<file path="config.mk">
export PLATFORM = sky130hd
export DESIGN_NAME = adc_trigger_scan_control
export DESIGN_NICKNAME = d
export VERILOG_FILES = /design/src/hw/adc_scan_pkg.sv /design/src/hw/adc_trigger_scan_control.sv
export SDC_FILE = /design/constraint.sdc
export NUM_CORES = 1
export LEC_CHECK = 0
export ABC_AREA = 1
export BUFFER_PORTS_ARGS = -buffer_cell sky130_fd_sc_hd__buf_2
export CORE_MARGIN = 4
export CORE_UTILIZATION = 59
export CTS_CLUSTER_DIAMETER = 40
export DETAILED_ROUTE_END_ITERATION = 8
export PLACE_DENSITY = 0.88
export SLEW_MARGIN = 20
export SYNTH_ARGS = -nofsm -noshare
export SYNTH_HDL_FRONTEND = slang
export SYNTH_SLANG_ARGS = --single-unit
</file>
<file path="constraint.sdc">
create_clock -name clk -period 5.4 [get_ports clk]
set_input_delay 1.62 -clock clk [delete_from_list [all_inputs] [get_ports clk]]
set_output_delay 1.62 -clock clk [all_outputs]
set_load 0.02 [all_outputs]
</file>
<file path="src/hw/adc_scan_pkg.sv">
// constants for the converter trigger and scan control block, whose turbo_active output stays low
// assumes a 100 MHz clock and an apb master with 32-bit data
package adc_scan_pkg;
  localparam logic [11:0] off_ctrl_first = 12'h000;
  localparam logic [11:0] off_ctrl_second = 12'h004;
  localparam logic [11:0] off_scan_low = 12'h008;
  localparam logic [11:0] off_scan_high = 12'h00c;
  localparam logic [11:0] off_core_trig = 12'h010;
  localparam logic [11:0] off_status = 12'h014;
  localparam int turbo_bit = 31;
  localparam int strg_lo = 16;
  localparam int strg_hi = 20;
  localparam int sample_time_count_lo = 16;
  localparam int sample_time_count_hi = 25;
  localparam int eos_bit = 29;
  localparam logic [4:0] trig_level = 5'h02;
  localparam int bad_channel = 26;
  localparam logic [9:0] scan_sample_time_count_extra = 10'h004;
  localparam int conv_cycles = 13;
  localparam logic [31:0] ctrl_first_rst = 32'h0000_0000;
  localparam logic [31:0] ctrl_second_rst = 32'h0000_0000;
  localparam logic [31:0] status_rst = 32'h0000_0000;
  localparam logic [4:0] ilv_min_sample_time_count [2:6] = '{5'h0d, 5'h07, 5'h05,
    5'h04, 5'h03};
endpackage

</file>
<file path="src/hw/adc_trigger_scan_control.sv">
// trigger and scan list sequencing of the converter, turbo_active held low
// assumes apb master on clk, trigger sources and core done from pins
//
// Implementation choices: the APB interface to the registers and the address map.
`timescale 1ns/1ps
module adc_trigger_scan_control #(
  parameter int n_trig = 32
) (
  input wire logic clk,
  input wire logic rst_n,
  input wire logic psel,
  input wire logic penable,
  input wire logic pwrite,
  input wire logic [11:0] paddr,
  input wire logic [31:0] pwdata,
  output logic [31:0] prdata,
  output logic pready,
  output logic pslverr,
  input wire logic [n_trig-1:0] trig_in,
  input wire logic debug_mode,
  input wire logic core_done,
  output logic core_start,
  output logic [5:0] core_channel,
  output logic [9:0] core_sample_time_count,
  output logic burst_trigger,
  output logic turbo_active,
  output logic end_of_scan_ready
);
  typedef enum logic [1:0] {
    st_idle = 2'b00,
    st_issue = 2'b01,
    st_wait = 2'b10
  } scan_e;

  logic [31:0] converter_control_first_r, converter_control_first_nxt;
  logic [31:0] converter_control_second_r, converter_control_second_nxt;
  logic [31:0] scan_select_low_r, scan_select_low_nxt;
  logic [31:0] scan_select_high_r, scan_select_high_nxt;
  logic [4:0] core_trigger_select_r, core_trigger_select_nxt;
  logic [31:0] prdata_r, prdata_nxt;
  logic pready_r, pready_nxt, pslverr_r, pslverr_nxt;
  logic [n_trig-1:0] trig_s1_r, trig_s2_r, trig_s3_r;
  logic dbg_s1_r, dbg_s2_r, done_s1_r, done_s2_r;
  scan_e state_r, state_nxt;
  logic [5:0] chan_r, chan_nxt;
  logic start_r, start_nxt, eos_r, eos_nxt, restart_r, restart_nxt;
  logic burst_r, burst_nxt;
  logic [63:0] sel_mask;
  logic scan_trig, lvl_trig;
  logic [5:0] first_ch, next_ch;
  logic found_first, found_next;
  logic [6:0] first_hit, next_hit;

  // lowest selected channel at or above a start index
  function automatic logic [6:0] find_ch(input logic [63:0] m,
    input logic [6:0] from);
    logic [6:0] r;
    r = 7'h40;
    for (int i = 63; i >= 0; i--) begin
      if (m[i] && (7'(i) >= from)) begin
        r = 7'(i);
      end
    end
    return r;
  endfunction

  always_comb begin
    // input 26 masked out
    // bad channel drop
    sel_mask = {scan_select_high_r, scan_select_low_r};
    sel_mask[adc_scan_pkg::bad_channel] = 1'b0;
    scan_trig = trig_s2_r[converter_control_first_r[adc_scan_pkg::strg_hi:
      adc_scan_pkg::strg_lo]] & ~trig_s3_r[converter_control_first_r[
      adc_scan_pkg::strg_hi:adc_scan_pkg::strg_lo]];
    lvl_trig = trig_s2_r[core_trigger_select_r];
    first_hit = find_ch(sel_mask, 7'h00);
    next_hit = find_ch(sel_mask, {1'b0, chan_r} + 7'h01);
    found_first = ~first_hit[6];
    first_ch = first_hit[5:0];
    found_next = ~next_hit[6];
    next_ch = next_hit[5:0];
  end

  always_comb begin
    converter_control_first_nxt = converter_control_first_r;
    converter_control_second_nxt = converter_control_second_r;
    scan_select_low_nxt = scan_select_low_r;
    scan_select_high_nxt = scan_select_high_r;
    core_trigger_select_nxt = core_trigger_select_r;
    prdata_nxt = prdata_r;
    pslverr_nxt = 1'b0;
    pready_nxt = psel & ~penable;
    if (psel && !penable) begin
      case (paddr)
        adc_scan_pkg::off_ctrl_first: prdata_nxt = converter_control_first_r;
        adc_scan_pkg::off_ctrl_second: prdata_nxt = {
          converter_control_second_r[31:30], eos_r,
          converter_control_second_r[28:0]};
        adc_scan_pkg::off_scan_low: prdata_nxt = scan_select_low_r;
        adc_scan_pkg::off_scan_high: prdata_nxt = scan_select_high_r;
        adc_scan_pkg::off_core_trig: prdata_nxt = {27'h0,
          core_trigger_select_r};
        adc_scan_pkg::off_status: prdata_nxt = {24'h0, 2'h0, chan_r};
        default: begin
          prdata_nxt = 32'h0000_0000;
          pslverr_nxt = 1'b1;
        end
      endcase
      if (pwrite) begin
        case (paddr)
          adc_scan_pkg::off_ctrl_first: converter_control_first_nxt = pwdata;
          adc_scan_pkg::off_ctrl_second:
            converter_control_second_nxt = pwdata;
          adc_scan_pkg::off_scan_low: scan_select_low_nxt = pwdata;
          adc_scan_pkg::off_scan_high: scan_select_high_nxt = pwdata;
          adc_scan_pkg::off_core_trig: core_trigger_select_nxt = pwdata[4:0];
          default: ;
        endcase
      end
    end
  end

  always_comb begin
    state_nxt = state_r;
    chan_nxt = chan_r;
    start_nxt = 1'b0;
    eos_nxt = eos_r;
    restart_nxt = restart_r;
    burst_nxt = lvl_trig && !dbg_s2_r &&
      (core_trigger_select_r == adc_scan_pkg::trig_level);
    // reading the second control word clears the ready flag
    if (pready_r && !pwrite && paddr == adc_scan_pkg::off_ctrl_second) begin
      eos_nxt = 1'b0;
    end
    case (state_r)
      st_idle: begin
        if (scan_trig && found_first) begin
          chan_nxt = first_ch;
          state_nxt = st_issue;
          restart_nxt = 1'b0;
        end
      end
      st_issue: begin
        start_nxt = 1'b1;
        state_nxt = st_wait;
      end
      st_wait: begin
        if (done_s2_r) begin
          if (found_next) begin
            chan_nxt = next_ch;
            state_nxt = st_issue;
          end else begin
            if (!restart_r) begin
              eos_nxt = 1'b1;
            end
            restart_nxt = 1'b0;
            state_nxt = st_idle;
          end
        end
      end
      default: state_nxt = st_idle;
    endcase
    if (scan_trig && state_r != st_idle && found_first) begin
      chan_nxt = first_ch;
      state_nxt = st_issue;
      restart_nxt = 1'b1;
    end
  end

  always_ff @(posedge clk or negedge rst_n) begin
    if (!rst_n) begin
      converter_control_first_r <= adc_scan_pkg::ctrl_first_rst;
      converter_control_second_r <= adc_scan_pkg::ctrl_second_rst;
      scan_select_low_r <= 32'h0000_0000;
      scan_select_high_r <= 32'h0000_0000;
      core_trigger_select_r <= 5'h00;
      prdata_r <= 32'h0000_0000;
      pready_r <= 1'b0;
      pslverr_r <= 1'b0;
      trig_s1_r <= '0;
      trig_s2_r <= '0;
      trig_s3_r <= '0;
      dbg_s1_r <= 1'b0;
      dbg_s2_r <= 1'b0;
      done_s1_r <= 1'b0;
      done_s2_r <= 1'b0;
      state_r <= st_idle;
      chan_r <= 6'h00;
      start_r <= 1'b0;
      eos_r <= 1'b0;
      restart_r <= 1'b0;
      burst_r <= 1'b0;
    end else begin
      converter_control_first_r <= converter_control_first_nxt;
      converter_control_second_r <= converter_control_second_nxt;
      scan_select_low_r <= scan_select_low_nxt;
      scan_select_high_r <= scan_select_high_nxt;
      core_trigger_select_r <= core_trigger_select_nxt;
      prdata_r <= prdata_nxt;
      pready_r <= pready_nxt;
      pslverr_r <= pslverr_nxt;
      trig_s1_r <= trig_in;
      trig_s2_r <= trig_s1_r;
      trig_s3_r <= trig_s2_r;
      dbg_s1_r <= debug_mode;
      dbg_s2_r <= dbg_s1_r;
      done_s1_r <= core_done;
      done_s2_r <= done_s1_r;
      state_r <= state_nxt;
      chan_r <= chan_nxt;
      start_r <= start_nxt;
      eos_r <= eos_nxt;
      restart_r <= restart_nxt;
      burst_r <= burst_nxt;
    end
  end

  // shared-core sample time as programmed, margin is software's job
  // sample time to cores
  logic [9:0] sample_time_count_r;
  always_ff @(posedge clk or negedge rst_n) begin
    if (!rst_n) begin
      sample_time_count_r <= 10'h000;
      turbo_active <= 1'b0;
    end else begin
      sample_time_count_r <= converter_control_second_r[adc_scan_pkg::sample_time_count_hi:
        adc_scan_pkg::sample_time_count_lo];
      turbo_active <= 1'b0;
    end
  end

  assign prdata = prdata_r;
  assign pready = pready_r;
  assign pslverr = pslverr_r;
  assign core_start = start_r;
  assign core_channel = chan_r;
  assign core_sample_time_count = sample_time_count_r;
  assign burst_trigger = burst_r;
  assign end_of_scan_ready = eos_r;
endmodule

</file>
=== Word level (Yosys, flattened, before mapping) ===
Cells that the tools add are included.

* Shift operators: 0
* Bitwise logic cells: 5
* $add $sub $neg: 1
* $lt $le $gt $ge: 65
* Reduce and logical (&&, ||, !) cells: 87
* Equality and inequality tests: 12
* $mul: 0
* Div/mod/pow operators: 0
* Mux-type cells: 156

{| class="wikitable"
|+ Operator list
! operator !! count
|-
| $mux W7 || 126
|-
| $ge A6 B7 Y1 const A || 32
|-
| $pmux W32 S6 || 1
|-
| $ge A5 B7 Y1 const A || 15
|-
| $logic_and A1 B1 Y1 || 71
|-
| $ge A4 B7 Y1 const A || 8
|-
| $ge A3 B7 Y1 const A || 4
|-
| $eq A12 B4 Y1 const B || 2
|-
| $eq A12 B5 Y1 const B || 2
|-
| $mux W6 || 4
|-
| $mux W1 || 16
|-
| $bmux W1 S5 || 3
|-
| $reduce_and A3 Y1 || 5
|-
| $ge A1 B7 Y1 const A || 2
|-
| $ge A2 B7 Y1 const A || 2
|-
| $eq A12 B3 Y1 const B || 1
|-
| $logic_not A12 Y1 || 1
|-
| $lt A5 B6 Y1 const B || 2
|-
| $ne A3 B3 Y1 const B || 4
|-
| $pmux W6 S2 || 1
|-
| $reduce_and A4 Y1 || 2
|-
| $add A6 B1 Y7 const B || 1
|-
| $mux W2 || 3
|-
| $pmux W2 S3 || 1
|-
| other kinds (12) || 17
|}

* Memories kept: 0
* Word-level logic and storage cells: 348
* Memory bits (writable): 0
* Output and inout port bits: 54
* Memory bits (read-only): 0
* Latch bits: 0
* Register bits after elaboration: 289
* Input bits: 83

=== Longest topological paths before layout ===
* Word-level depth: 70
* Gate-level depth with buffers: 70
* Depth with buffers taken out: 70

=== Least setup slack after synthesis ===
No wires, ideal clock.

* Path kind: register -> register
* Start point: reg chan_r[0] (netlist: core_channel[0])
* End point: reg chan_r[0] (netlist: core_channel[0])
* Path buffers: 0
* Setup slack: 1056 ps
* Cell stages (with the launch flop): 67
* Data arrival time: 4223 ps
* Clock period less this slack: 4344 ps
* Library setup time: 121 ps
* Required time: 5279 ps
* Cell sequence: dfrtp_1 -> ha_1 -> nand3_1 -> nand2_2 -> nand2_4 -> nor2_4 -> nand2_2 -> o211ai_1 -> nand2_1 -> nand2_1 -> nand2_1 -> nand2_1 -> nand2_1 -> nand2_1 -> nand2_1 -> nand2_1 -> nand2_1 -> nand2_1 -> [31 not listed] -> nand2_1 -> nand2_1 -> nand2_1 -> nand2_1 -> nand2_1 -> nand2_1 -> nand2_1 -> nand2_1 -> nand2_1 -> nand2_1 -> nand2_1 -> nand2_1 -> nand2_1 -> nand2_1 -> nand2_1 -> nand2_1 -> nand2_1 -> a21oi_2

* Word-level cells in the longest chain between the ends: 70
* Elaborated cells on any way between the ends: 196
* Classes of those cells: add/sub: 1; order compare: 63; eq/ne: 1; mux: 67; reduce/logical: 64

{| class="wikitable"
|+ RTL lines
! element !! line !! RTL
|-
| from (decl) || adc_trigger_scan_control.sv:45 || <nowiki>logic [5:0] chan_r, chan_nxt;</nowiki>
|-
| from (signal assigned) || adc_trigger_scan_control.sv:210 || <nowiki>chan_r <= chan_nxt;</nowiki>
|-
| $add A6 B1 Y7 (*) || adc_trigger_scan_control.sv:77 || <nowiki>next_hit = find_ch(sel_mask, {1'b0, chan_r} + 7'h01);</nowiki>
|-
| $ge A6 B7 Y1 || adc_trigger_scan_control.sv:60 || <nowiki>if (m[i] && (7'(i) >= from)) begin</nowiki>
|-
| $logic_and A1 B1 Y1 || adc_trigger_scan_control.sv:60 ||
|-
| $mux W7 (62 in a row) || adc_trigger_scan_control.sv:60 ||
|-
| $mux W7 (*) || adc_trigger_scan_control.sv:60 ||
|-
| $mux W6 || adc_trigger_scan_control.sv:149 || <nowiki>if (found_next) begin</nowiki>
|-
| $mux W6 || adc_trigger_scan_control.sv:148 || <nowiki>if (done_s2_r) begin</nowiki>
|-
| $pmux W6 S2 || adc_trigger_scan_control.sv:135 || <nowiki>case (state_r)</nowiki>
|-
| $mux W6 || adc_trigger_scan_control.sv:163 || <nowiki>if (scan_trig && state_r != st_idle && found_first) begin</nowiki>
|}

Every way passes the cells marked *; elsewhere a longest branch is shown, timed or not. The select of a mux whose other input is x is not followed.
A chain may end at the register's enable or synchronous reset.

=== Worst setup path after layout ===
* Start point: reg scan_select_high_r[30]
* End point: reg chan_r[0] (netlist: core_channel[0])

* Word-level cells in the longest chain between the ends: 67
* Elaborated cells on any way between the ends: 138
* Classes of those cells: eq/ne: 3; mux: 129; bitwise: 1; reduce/logical: 5

{| class="wikitable"
|+ RTL lines
! element !! line !! RTL
|-
| from (decl) || adc_trigger_scan_control.sv:38 || <nowiki>logic [31:0] scan_select_high_r, scan_select_high_nxt;</nowiki>
|-
| from (signal assigned) || adc_trigger_scan_control.sv:197 || <nowiki>scan_select_high_r <= scan_select_high_nxt;</nowiki>
|-
| $logic_and A1 B1 Y1 || adc_trigger_scan_control.sv:60 ||
|-
| $mux W7 (62 in a row) || adc_trigger_scan_control.sv:60 ||
|-
| $mux W6 || adc_trigger_scan_control.sv:149 ||
|-
| $mux W6 || adc_trigger_scan_control.sv:148 ||
|-
| $pmux W6 S2 || adc_trigger_scan_control.sv:135 ||
|-
| $mux W6 || adc_trigger_scan_control.sv:163 ||
|}

Several ways; a longest one is shown, not always the timed one. The select of a mux whose other input is x is not followed.

==> impl_metrics.csv <==
group,metric,value,unit
global_route,grt_max_degree,120,
global_route,grt_antenna_before_repair,1,
floorplanning,row_count,55,
global_route,track_usage,37.9,%
synth,yosysMostFrequentCell,"nand2_1",
floorplanning,core,22600,sq um
synth,async_flop_share,100,%
floorplanning,die_y,160,um
floorplanning,die-area,25500,sq um
power,peakVddDrop,0.000379,V
worst_setup_path,reg2reg_slack,520,ps
cts,hold_buffers,0,
cts,path_clk_slew,70,ps
detailed_routing,top_layer_used,"met4",
timing,post-route-period-util,90.3,%
synth,syn_area,13600,sq um
timing,relSlewSlack,38.5,%
cts,ctsRootBufferMaster,"clkbuf_16",
worst_setup_path,crit_top_cell,"nand2_1",
detailed_routing,num_vias,13200,
worst_setup_path,required,5890,ps
global_route,grt_pass1_vias,13300,
final_layout,area_growth,17.7,%
timing,finalWorstSetupSlack,524,ps
worst_setup_path,crit_slowest_cell,"dfrtp_1",
detailed_routing,post-route-drc-count,0,
timing,setup_viol,0,
worst_setup_path,max_stage_delay,520,ps
synth,yosysSeqAreaShare,53.2,%
floorplanning,start_util,59.9,%
synth,synth-warning-count,0,
final_layout,drive_gt1_share,15.1,%
timing,fin_skew,20.0,ps
detailed_routing,drt-vias-per-instance,6.14,
timing,max_slew.worst_pin.slew,914,ps
detailed_routing,firstDrtPassIters,6,
timing,fin_hold_ws,337,ps
synth,synth_top_area_share,53.2,%
final_layout,postLayoutCellArea,16000,sq um
global_route,grt_pass1_wl,75300,um
placement,placedInstanceArea,14700,sq um
placement,dp_hpwl,33700,um
synth,synth_edf_count,0,
timing,finalCriticalPeriod,4880,ps
synth,synth_area_leaders,"dfrtp_1 53%, nand2_1 12%, inv_1 7.0%",
worst_setup_path,end_kind,"flop",
cts,cts_tree,"yes",
global_route,grt_overflow_total,0,
synth,yosys_most_used_dff,"dfrtp_1",
detailed_routing,wl,48900,um
floorplanning,pin_count,137,
cts,cts-htree-levels,1,
detailed_routing,drt_iter0_drc,1860,
placement,place_congestion,1.10,
synth,synth-seq-cells,288,
hold_path,min_path_type,"reg -> reg",
synth,postSynthCellCount,1689,
run,cap_violations,0,
detailed_routing,wl_met1,18300,um
cts,clock_path_buffers,3,
worst_setup_path,critPathArrivalTime,5370,ps
synth,postSynthAreaPerCell,8.02,sq um
synth,synth_common_cells,"420 x nand2_1, 288 x dfrtp_1, 253 x inv_1",
synth,synth_cell_type_count,48,
cts,cts.sinks,288,
detailed_routing,wl_per_cell,22.7,um
placement,pre_cts_ws,424,ps
detailed_routing,drtAntennaViolNets,0,
timing,fin_setup_tns,0,ps
worst_setup_path,critPathMaxFanout,6,
power,power.leakage,8.55,nW
final_layout,final_util,70.5,%
cts,clk_latency,580,ps
final_layout,nets,1933,
worst_setup_path,critical_path_class,"reg -> reg",
detailed_routing,wl_met2,22300,um
outcome,status,"completed",
synth,synth_top_cell_by_area,"dfrtp_1",
cts,cts_buffers,31,
timing,rsz0062_at_grt,"no",
detailed_routing,wl_met3,5930,um
floorplanning,die-width,160,um
power,powerDensity,343,nW/um^2
placement,io_buffer_count,135,
worst_setup_path,worst_setup_path_start_kind,"flop",
timing,hold_violations,0,
synth,syn-num-nets,1776,
timing,slew_violations,0,
timing,fmax,205,MHz
-- flip-flops by register name, indices dropped and copies added, names as in the netlist, 2 cells and up --
name                        cells
core_sample_time_count         10
scan_select_low_r              32
trig_s1_r                      32
core_trigger_select_r           5
core_channel                    6
trig_s2_r                      32
converter_control_second_r     31
trig_s3_r                      32
scan_select_high_r             32
prdata                         32
converter_control_first_r      32
state_r                         2
-- report_power, final --
group / leakage, nW / internal [W] / switching, W
sequential: 3.76 / 0.00222 / 0.0000578
clock: 0.580 / 0.00150 / 0.000930
combinational: 4.21 / 0.000217 / 0.000540
-- repair_timing --
item,in CTS,in global routing
setup endpoints to repair,0,1
buffers inserted,0,5
gates resized for setup,0,13
-- cell type report --
type	count	area [sq um]
antenna	1	2.50
clock buffer	36	835
clock inverter	20	347
fill	1611	6680
inverter	270	1020
multi-input combinational	1082	5190
sequential	288	7210
tap	285	357
timing repair buffer	173	996
-- metrics by stage --
| stage | instances | total power [W] |
|---|---|---|
| 2_1_floorplan | 1689 | 0.00270 |
| 3_3_place_gp | 2093 | 0.00299 |
| 3_5_place_dp | 2093 | 0.00300 |
| 4_1_cts | 2149 | 0.00541 |
| 5_1_grt | 2155 | 0.00564 |
| 6_report | 2155 | 0.00547 |
-- layer usage --
layer / vias to the layer above / track usage (%)
met2: 967 / 60.6
met5: - / 0
met1: 6301 / 50.0
li1: 5755 / -
met4: 0 / 15.4
met3: 206 / 9.37
-- critical path, delay by kind of cell (launching register included) --
family           cells  cell delay, ps
AO/OA/AOI/OAI       11            1700
flip-flops           1             520
AND/OR/NAND/NOR     42            2580
-- placed cells by master (no fill, tap or decap), drive strengths merged, types with 7 or more instances in the layout --
| master | n |
|---|---|
| o211ai | 9 |
| o221ai | 16 |
| buf | 173 |
| nor3 | 23 |
| a31oi | 13 |
| o22ai | 8 |
| a21oi | 109 |
| inv | 273 |
| clkbuf | 36 |
| dfrtp | 288 |
| o21ai | 152 |
| a221oi | 32 |
| clkinv | 8 |
| bufinv | 8 |
| nor2 | 201 |
| nand3 | 39 |
| nand4 | 11 |
| o31ai | 7 |
| nand2 | 429 |
-- cells by family (layout without fill, tap and decap cells) --
group	count (synthesis)	after routing	share of synthesized area (%)
buffers and inverters	319	499	9.02
other	1	2	0.0277
AO/OA/AOI/OAI	364	364	15.9
AND/OR/NAND/NOR	711	711	21.4
multiplexers	2	2	0.148
flip-flops	288	288	53.2
adder cells (fa/ha/maj)	4	4	0.369
-- final timing paths --
check	startpoint	to	cells past startpoint
hold / removal	trig_s1_r[25]$_DFF_PN0_	trig_s2_r[25]$_DFF_PN0_	0
setup / recovery	scan_select_high_r[30]$_DFFE_PN0P_	core_channel[0]$_DFFE_PN0P_	53
min in group asynchronous	rst_n	core_start$_DFF_PN0_	1
max in group asynchronous	rst_n	trig_s2_r[24]$_DFF_PN0_	2
setup reg to reg	scan_select_high_r[30]$_DFFE_PN0P_	core_channel[0]$_DFFE_PN0P_	53
hold reg to reg	trig_s1_r[25]$_DFF_PN0_	trig_s2_r[25]$_DFF_PN0_	0
Power figures use the tool's default switching activity.
